===== src/inc/lpra_consts.vh =====
/*
  Constants for the logic probe response accumulator: sync mode codes,
  result word layout, stimulus timing and signature taps.
  Assumes a 250 MHz core clock feeding every timing count.
*/
`ifndef LPRA_CONSTS_VH
`define LPRA_CONSTS_VH

// ----------------------------------------
// Sync mode codes
// ----------------------------------------
`define LPRA_MODE_W 2
`define LPRA_MODE_FREE 2'h0
`define LPRA_MODE_ADDR 2'h1
`define LPRA_MODE_DATA 2'h2
`define LPRA_MODE_RST `LPRA_MODE_FREE

// ----------------------------------------
// Result word layout
// ----------------------------------------
`define LPRA_CNT_W 7
`define LPRA_SIG_W 16
`define LPRA_RES_W 26
`define LPRA_RES_CNT_LSB 0
`define LPRA_RES_LO_BIT 7
`define LPRA_RES_INV_BIT 8
`define LPRA_RES_HI_BIT 9
`define LPRA_RES_SIG_LSB 10
`define LPRA_CNT_RST 7'h00
`define LPRA_SIG_RST 16'h0000
`define LPRA_RES_RST 26'h0000000

// ----------------------------------------
// Timing
// ----------------------------------------
`define LPRA_CLK_PERIOD_NS 4
`define LPRA_STIM_WIDTH_NS 2000
`define LPRA_STIM_PERIOD_NS 1000000
// Sized to the timer: width and period over the clock period
`define LPRA_STIM_WIDTH_CYC 18'h001F4
`define LPRA_STIM_PERIOD_CYC 18'h3D090
`define LPRA_TMR_W 18

// ----------------------------------------
// Signature feedback taps
// ----------------------------------------
`define LPRA_SIG_POLY 16'h1021

`endif


===== src/logic/lpra_top.v =====
/*
  Logic probe response and stimulus block: event counter, level history,
  gated signature, snapshot into result register zero, stimulus pulses.
  Assumes threshold comparators and the pod sync pulse arrive unsynchronised;
  mode, snapshot and stimulus selects come from logic on i_clk.
*/
// Function
// - Snapshot loads gathered data into result zero
// - Event counter is seven bits, circular
// - Snapshot reports count, then restarts from zero
// - Counter wraps after 127, keeps counting
// - Events counted in every sync mode
// - Count only when leaving the high level
// - Low/invalid toggling never counts
// - Sticky high, invalid, low flags reported
// - Synced modes record levels only while valid
// - Free-run records levels at all times
// - Synced modes never set the invalid flag
// - Signature from valid-period samples; none free-run
// - Synced: one stimulus pulse per valid period
// - Free-run: 2 us pulses at 1 kHz
// - Snapshot itself causes no stimulus
// - Response sees all tip activity, own pulses too
// - Indicators gated by valid period when synced
// - Any mode selection clears accumulated data
// - Free-run mode after reset
// - Signature is a 16-bit cyclic check
`timescale 1ns/1ps
`default_nettype none
`include "lpra_consts.vh"

module lpra_top #(
  parameter [`LPRA_TMR_W-1:0] P_STIM_PERIOD_CYC = `LPRA_STIM_PERIOD_CYC
) (
  // Clock and reset
  input wire i_clk,
  input wire i_rst_b,
  // Tip comparators and pod sync, asynchronous
  input wire i_tip_above_hi,
  input wire i_tip_below_lo,
  input wire i_sync_valid,
  // Instrument control
  input wire i_snap,
  input wire i_mode_sel,
  input wire [`LPRA_MODE_W-1:0] i_mode,
  input wire i_stim_hi_sel,
  input wire i_stim_lo_sel,
  // Results
  output wire [`LPRA_RES_W-1:0] o_result0,
  output wire o_snap_done,
  output wire [`LPRA_MODE_W-1:0] o_mode,
  // Indicators
  output wire o_ind_hi,
  output wire o_ind_lo,
  // Tip drive
  output wire o_tip_out,
  output wire o_tip_oe
);

  // ----------------------------------------
  // Local constants
  // ----------------------------------------
  localparam [`LPRA_TMR_W-1:0] STIM_W_CYC = `LPRA_STIM_WIDTH_CYC;
  localparam [`LPRA_TMR_W-1:0] TMR_ZERO = 18'h00000;
  localparam [`LPRA_TMR_W-1:0] TMR_ONE = 18'h00001;
  localparam [`LPRA_CNT_W-1:0] CNT_ONE = 7'h01;
  localparam [2:0] ST_IDLE = 3'h1;
  localparam [2:0] ST_FREE = 3'h2;
  localparam [2:0] ST_SYNC = 3'h4;

  // ----------------------------------------
  // Functions
  // ----------------------------------------
  // Level reporting is allowed in free-run, or in a valid period
  function gate_ok;
    input [`LPRA_MODE_W-1:0] mode;
    input valid;
    begin
      gate_ok = (mode == `LPRA_MODE_FREE) | valid;
    end
  endfunction

  function is_synced;
    input [`LPRA_MODE_W-1:0] mode;
    begin
      is_synced = (mode == `LPRA_MODE_ADDR) | (mode == `LPRA_MODE_DATA);
    end
  endfunction

  // ----------------------------------------
  // Input synchronisers
  // ----------------------------------------
  reg [1:0] hi_sync_reg;
  reg [1:0] lo_sync_reg;
  reg [1:0] sv_sync_reg;
  reg hi_prev_reg;
  reg sv_prev_reg;

  always @(posedge i_clk or negedge i_rst_b) begin
    if (!i_rst_b) begin
      hi_sync_reg <= 2'h0;
      lo_sync_reg <= 2'h0;
      sv_sync_reg <= 2'h0;
      hi_prev_reg <= 1'b0;
      sv_prev_reg <= 1'b0;
    end else begin
      // Comparators watched even while we drive the tip
      hi_sync_reg <= {hi_sync_reg[0], i_tip_above_hi};
      lo_sync_reg <= {lo_sync_reg[0], i_tip_below_lo};
      sv_sync_reg <= {sv_sync_reg[0], i_sync_valid};
      hi_prev_reg <= hi_sync_reg[1];
      sv_prev_reg <= sv_sync_reg[1];
    end
  end

  // ----------------------------------------
  // Level decode
  // ----------------------------------------
  wire lvl_hi;
  wire lvl_lo;
  wire lvl_inv;
  wire sv;
  wire sv_fall;
  wire sv_rise;
  wire ev_fall;

  // High wins if both comparators claim the tip
  assign lvl_hi = hi_sync_reg[1];
  assign lvl_lo = lo_sync_reg[1] & ~hi_sync_reg[1];
  assign lvl_inv = ~hi_sync_reg[1] & ~lo_sync_reg[1];
  assign sv = sv_sync_reg[1];
  assign sv_rise = sv & ~sv_prev_reg;
  assign sv_fall = ~sv & sv_prev_reg;
  // Only a drop out of high counts; ungated by mode
  assign ev_fall = hi_prev_reg & ~hi_sync_reg[1];

  // ----------------------------------------
  // Mode register
  // ----------------------------------------
  reg [`LPRA_MODE_W-1:0] mode_reg;
  reg [`LPRA_MODE_W-1:0] mode_next;
  wire synced;

  always @* begin
    mode_next = mode_reg;
    if (i_mode_sel) begin
      // Unknown codes fall back to free-run
      if (is_synced(i_mode)) begin
        mode_next = i_mode;
      end else begin
        mode_next = `LPRA_MODE_FREE;
      end
    end
  end

  always @(posedge i_clk or negedge i_rst_b) begin
    if (!i_rst_b) begin
      mode_reg <= `LPRA_MODE_RST;
    end else begin
      mode_reg <= mode_next;
    end
  end

  assign synced = is_synced(mode_reg);

  // ----------------------------------------
  // Accumulators
  // ----------------------------------------
  reg [`LPRA_CNT_W-1:0] cnt_reg;
  reg [`LPRA_CNT_W-1:0] cnt_next;
  reg [`LPRA_CNT_W-1:0] cnt_upd;
  reg seen_hi_reg;
  reg seen_inv_reg;
  reg seen_lo_reg;
  reg seen_hi_next;
  reg seen_inv_next;
  reg seen_lo_next;
  reg seen_hi_upd;
  reg seen_inv_upd;
  reg seen_lo_upd;
  wire acc_clr;
  wire rec_gate;
  wire sig_shift;
  wire [`LPRA_SIG_W-1:0] sig_val;

  // Mode selection, even the same mode, drops history
  assign acc_clr = i_mode_sel | i_snap;
  assign rec_gate = gate_ok(mode_reg, sv);
  // One sample per valid period, its last one inside it
  assign sig_shift = synced & sv_fall;

  always @* begin
    // Natural 7-bit overflow wraps 127 to zero
    cnt_upd = cnt_reg + (ev_fall ? CNT_ONE : `LPRA_CNT_RST);
    seen_hi_upd = seen_hi_reg | (rec_gate & lvl_hi);
    seen_lo_upd = seen_lo_reg | (rec_gate & lvl_lo);
    // Invalid is never logged in a synced mode
    seen_inv_upd = seen_inv_reg | (~synced & lvl_inv);
    cnt_next = cnt_upd;
    seen_hi_next = seen_hi_upd;
    seen_lo_next = seen_lo_upd;
    seen_inv_next = seen_inv_upd;
    if (acc_clr) begin
      // Restart from zero after a report
      cnt_next = `LPRA_CNT_RST;
      seen_hi_next = 1'b0;
      seen_lo_next = 1'b0;
      seen_inv_next = 1'b0;
    end
  end

  always @(posedge i_clk or negedge i_rst_b) begin
    if (!i_rst_b) begin
      cnt_reg <= `LPRA_CNT_RST;
      seen_hi_reg <= 1'b0;
      seen_inv_reg <= 1'b0;
      seen_lo_reg <= 1'b0;
    end else begin
      cnt_reg <= cnt_next;
      seen_hi_reg <= seen_hi_next;
      seen_inv_reg <= seen_inv_next;
      seen_lo_reg <= seen_lo_next;
    end
  end

  lpra_sig u_sig (
    .i_clk(i_clk),
    .i_rst_b(i_rst_b),
    .i_clr(acc_clr),
    .i_shift(sig_shift),
    .i_bit(hi_prev_reg),
    .o_sig(sig_val)
  );

  // ----------------------------------------
  // Snapshot into result zero
  // ----------------------------------------
  reg [`LPRA_RES_W-1:0] res_reg;
  reg snap_done_reg;
  wire [`LPRA_SIG_W-1:0] sig_rep;

  // Free-run reports a zero signature
  assign sig_rep = synced ? sig_val : `LPRA_SIG_RST;

  always @(posedge i_clk or negedge i_rst_b) begin
    if (!i_rst_b) begin
      res_reg <= `LPRA_RES_RST;
      snap_done_reg <= 1'b0;
    end else begin
      snap_done_reg <= i_snap;
      if (i_snap) begin
        // Includes an event landing in the snapshot cycle
        res_reg <= {sig_rep, seen_hi_upd, seen_inv_upd, seen_lo_upd, cnt_upd};
      end
    end
  end

  // ----------------------------------------
  // Indicators
  // ----------------------------------------
  reg ind_hi_reg;
  reg ind_lo_reg;

  always @(posedge i_clk or negedge i_rst_b) begin
    if (!i_rst_b) begin
      ind_hi_reg <= 1'b0;
      ind_lo_reg <= 1'b0;
    end else begin
      // Lamp persistence lives outside this block
      ind_hi_reg <= rec_gate & lvl_hi;
      ind_lo_reg <= rec_gate & lvl_lo;
    end
  end

  // ----------------------------------------
  // Stimulus generator
  // ----------------------------------------
  reg [2:0] st_reg;
  reg [2:0] st_next;
  reg [`LPRA_TMR_W-1:0] per_reg;
  reg [`LPRA_TMR_W-1:0] per_next;
  reg [`LPRA_TMR_W-1:0] wid_reg;
  reg [`LPRA_TMR_W-1:0] wid_next;
  reg alt_reg;
  reg alt_next;
  reg drv_oe_reg;
  reg drv_oe_next;
  reg drv_val_reg;
  reg drv_val_next;
  wire stim_en;
  wire pol;

  assign stim_en = i_stim_hi_sel | i_stim_lo_sel;
  // Both selects alternate; one select fixes polarity
  assign pol = (i_stim_hi_sel & i_stim_lo_sel) ? alt_reg : i_stim_hi_sel;

  always @* begin
    st_next = st_reg;
    wid_next = wid_reg;
    alt_next = alt_reg;
    // Free-running 1 kHz frame, restarted by a mode change
    if (i_mode_sel || per_reg == P_STIM_PERIOD_CYC - TMR_ONE) begin
      per_next = TMR_ZERO;
    end else begin
      per_next = per_reg + TMR_ONE;
    end
    case (st_reg)
      ST_IDLE: begin
        // Snapshot requests never start a pulse
        if (stim_en && !synced && per_reg == TMR_ZERO) begin
          st_next = ST_FREE;
          wid_next = TMR_ZERO;
        end else if (stim_en && synced && sv_rise) begin
          st_next = ST_SYNC;
        end
      end
      ST_FREE: begin
        wid_next = wid_reg + TMR_ONE;
        if (wid_reg == STIM_W_CYC - TMR_ONE) begin
          st_next = ST_IDLE;
          alt_next = ~alt_reg;
        end
      end
      ST_SYNC: begin
        // Pulse lasts exactly the valid period
        if (!sv) begin
          st_next = ST_IDLE;
          alt_next = ~alt_reg;
        end
      end
      default: begin
        st_next = ST_IDLE;
      end
    endcase
    // Mode change or deselect aborts any pulse in flight
    if (i_mode_sel || !stim_en) begin
      st_next = ST_IDLE;
    end
    drv_oe_next = (st_next != ST_IDLE);
    drv_val_next = drv_oe_next & pol;
  end

  always @(posedge i_clk or negedge i_rst_b) begin
    if (!i_rst_b) begin
      st_reg <= ST_IDLE;
      per_reg <= TMR_ZERO;
      wid_reg <= TMR_ZERO;
      alt_reg <= 1'b1;
      drv_oe_reg <= 1'b0;
      drv_val_reg <= 1'b0;
    end else begin
      st_reg <= st_next;
      per_reg <= per_next;
      wid_reg <= wid_next;
      alt_reg <= alt_next;
      drv_oe_reg <= drv_oe_next;
      drv_val_reg <= drv_val_next;
    end
  end

  // ----------------------------------------
  // Outputs
  // ----------------------------------------
  assign o_result0 = res_reg;
  assign o_snap_done = snap_done_reg;
  assign o_mode = mode_reg;
  assign o_ind_hi = ind_hi_reg;
  assign o_ind_lo = ind_lo_reg;
  assign o_tip_out = drv_val_reg;
  assign o_tip_oe = drv_oe_reg;

endmodule // lpra_top
`default_nettype wire


===== src/logic/lpra_sig.v =====
/*
  Signature register: a 16-bit cyclic check over a gated serial bit stream.
  Assumes the caller supplies a one-cycle shift strobe per sampled bit.
*/
`timescale 1ns/1ps
`default_nettype none
`include "lpra_consts.vh"

module lpra_sig (
  // Clock and reset
  input wire i_clk,
  input wire i_rst_b,
  // Control
  input wire i_clr,
  input wire i_shift,
  input wire i_bit,
  // Result
  output wire [`LPRA_SIG_W-1:0] o_sig
);

  reg [`LPRA_SIG_W-1:0] sig_reg;
  reg [`LPRA_SIG_W-1:0] sig_next;
  reg fb;

  // ----------------------------------------
  // Next value
  // ----------------------------------------
  always @* begin
    fb = sig_reg[`LPRA_SIG_W-1] ^ i_bit;
    sig_next = sig_reg;
    if (i_clr) begin
      sig_next = `LPRA_SIG_RST;
    end else if (i_shift) begin
      // Cyclic check over the serial stream
      sig_next = {sig_reg[`LPRA_SIG_W-2:0], 1'b0} ^ (fb ? `LPRA_SIG_POLY : `LPRA_SIG_RST);
    end
  end

  always @(posedge i_clk or negedge i_rst_b) begin
    if (!i_rst_b) begin
      sig_reg <= `LPRA_SIG_RST;
    end else begin
      sig_reg <= sig_next;
    end
  end

  assign o_sig = sig_reg;

endmodule // lpra_sig
`default_nettype wire


===== config.mk =====
export PLATFORM = sky130hd
export DESIGN_NAME = lpra_top
export DESIGN_NICKNAME = d
export VERILOG_FILES = /design/src/logic/lpra_top.v /design/src/logic/lpra_sig.v
export VERILOG_INCLUDE_DIRS = /design/src /design/src/inc
export SDC_FILE = /design/constraint.sdc
export NUM_CORES = 1
export LEC_CHECK = 0
export ABC_AREA = 1
export BUFFER_PORTS_ARGS = -buffer_cell sky130_fd_sc_hd__clkbuf_2
export CORE_UTILIZATION = 59
export DETAILED_ROUTE_END_ITERATION = 7
export PLACE_DENSITY = 0.79
export SLEW_MARGIN = 15
export SYNTH_ARGS = -nofsm -noshare
export SYNTH_HDL_FRONTEND = slang
export SYNTH_SLANG_ARGS = --single-unit

===== constraint.sdc =====
create_clock -name i_clk -period 2 [get_ports i_clk]
set_clock_uncertainty 0.05 [all_clocks]
set_input_delay 0 -clock i_clk [delete_from_list [all_inputs] [get_ports i_clk]]
set_output_delay 0 -clock i_clk [all_outputs]
set_load 0.02 [all_outputs]

==> results.cfg <==
[finish]
nets = 642
layout_commonest_cell = nand2_1
largest_reg_flops = 26
drive_above_1_share = 0.129
area_delta_synth_final_pct = 13.8
regArea_um2 = 2680
antenna_cells = 0
fillers = 653
final_cell_mix = nand2_1 (126), dfrtp_1 (105), nor2_1 (83)
multi_input_area_um2 = 1850

[routing]
drt-vias-per-instance = 5.23
wl_per_cell_um = 12.6
drt-total-wl_mm = 9.24
vias = 3826
final_antenna_net_count = 0
drtPass1Iterations = 5
drc = 0
drt-initial-drc-count = 165

[yosys]
synth_area_per_cell_um2 = 8.61
syn_nets = 582
ys_types = 33
ys_ff_latch = 107
synthesis.area_um2 = 4860
yosys_warnings = 0
ys_seq_area_frac = 0.551
synth_cells = 565

[timing]
finalHoldViolations = 0
fin_crit_ps = 1850
tightest_slew_ps = 624
setup_tns_ps = 0
slew_headroom = 0.583
drv_slew = 0
setup_slack_ps = 155
fmax_mhz = 542
min_period_over_period = 0.923
setup_viol = 0
holdWs_ps = 74.6
grt_setup_unrepaired = no

[floorplanning]
rows = 32
dieHeight_um = 92.8
core_um2 = 7850
die_x_um = 92.8
io_pins = 44
start_util = 0.620
die_area_um2 = 8610

[clock_network]
cts.sinks = 107
clk_path_buf_depth = 2
cts-root-buf = clkbuf_8
cts_tree = done
numCtsBuffers = 9
cts-htree-levels = 3
insertion_delay_ps = 370
cts_resized = 0
cts.clk_slew.worst_paths_ps = 100

[grt]
grt_pass1_wl_mm = 16.2
globalRouteTotalUtil = 0.239
grt_max_degree = 53
antenna_found_initial = 0
grt_pass1_vias = 3630
overflow = 0

[worst_hold_path]
min_path_type = input pin to async pin

[setup_path]
critPathCaptureType = flop
critPathLaunchType = flop
rrSetupSlack_ps = 150
cp.required_ps = 2200
critical_path_class = flop to flop
crit_fanout = 13
cp.arrival_ps = 2050

[run_status]
outcome = complete, no violations

[placed_design]
hpwl_mm = 6.57
pre_cts_slack_ps = 208
port-buffer-count = 43
gp_congestion = 0.893

[pwr]
power_w = 0.00398
irDropWorstVdd_mv = 0.477
power_density_nw_per_um2 = 720
leakagePower_nw = 2.64

[run]
maxCapViolations = 0
-- synthesized netlist by cell type --
cell      number  share of area
clkinv_1       2         0.0015
nand2_1      126          0.097
o22ai_1       17          0.022
dfrtp_1      105           0.54
o211ai_1       1         0.0015
a21oi_1       11          0.011
o21bai_1       2         0.0031
nor3b_1        2         0.0031
buf_6          2         0.0046
nor3_1        17          0.017
nand4_1       10          0.013
inv_2          1        0.00077
a31oi_1        4         0.0051
nor2_1        83          0.064
xnor2_1        5         0.0090
buf_2          3         0.0031
buf_4          1         0.0015
o21ai_0       16          0.016
xor2_1        12          0.022
nand3_1       31          0.032
nor2_2         7         0.0090
nor3_2         2         0.0041
nand2_2        1         0.0013
nor4_1         1         0.0013
nand3b_1       1         0.0015
clkbuf_1       5         0.0039
or2_2          1         0.0013
buf_1          1        0.00077
o31ai_1       16          0.025
inv_1         69          0.053
dfstp_2        2          0.011
nand3_2        2         0.0041
ha_1           6          0.015
-- stage by stage --
step	std cells	cell area [um2]	utilization
after floorplan	565	4860	-
after global placement	704	5200	0.662
after detailed placement	704	5200	0.662
after CTS	732	5540	0.705
after global routing	732	5540	0.705
final	732	5540	0.705
-- where the power goes --
part	internal (W)	switching, W	total (W)	leakage, nW
sequential	0.00221	0.0000308	0.00225	1.45
combinational	0.000105	0.000234	0.000339	1.07
clock	0.000664	0.000736	0.00140	0.111
-- area by class of cell --
| class | count | share of cell area |
|---|---|---|
| sequential | 107 | 0.484 |
| multi-input combinational | 374 | 0.333 |
| timing repair buffer | 61 | 0.0714 |
| inverter | 72 | 0.0488 |
| clock buffer | 11 | 0.0274 |
| tap | 102 | 0.0231 |
| clock inverter | 5 | 0.0118 |
-- kinds of logic after synthesis --
kind of cell | Yosys count | share of synthesized area
adders and majority gates | 6 | 0.0154
DFF | 107 | 0.551
AOI/OAI and AO/OA | 67 | 0.0841
buffers and inverters | 84 | 0.0695
xor gates and xnor gates | 17 | 0.0306
and+or+nand+nor | 284 | 0.249
-- path summary, 6_finish.rpt --
kind / from / end / cells after the start
min in group i_clk: i_stim_lo_sel / st_reg[2] / 5
hold reg to reg: sv_sync_reg[0] / sv_sync_reg[1] / 0
hold / removal: i_rst_b / cnt_reg[1] / 2
setup reg to reg: per_reg[0] / wid_reg[7] / 12
max in group asynchronous: i_rst_b / per_reg[7] / 3
setup / recovery: per_reg[0] / wid_reg[7] / 12
-- worst max-delay path, cell delays in order (launching register included) --
cell and delay [ps]:
dfrtp_1 460, inv_1 100, ha_1 160, inv_1 50
nor2_1 80, nand2_1 60, nor2_1 130, nand3_1 130
nor2_2 150, nor2_2 40, buf_4 190, nand2_1 70
nand2_1 50
-- metal layers --
layer,part of all wire,vias to the layer above,GRT usage
met5,0,-,0
met4,0.015,0,0.0910
met3,0.040,10,0.0337
met2,0.46,96,0.382
met1,0.48,1776,0.332
li1,-,1944,-
-- timing repair --
item | in CTS | in global routing
buffers inserted | 0 | 0
endpoints found under the setup margin | 0 | 0
hold buffers | 12 | 0
hold endpoints to repair | 95 | 0
No activity file was read; power rests on OpenSTA's default activity.
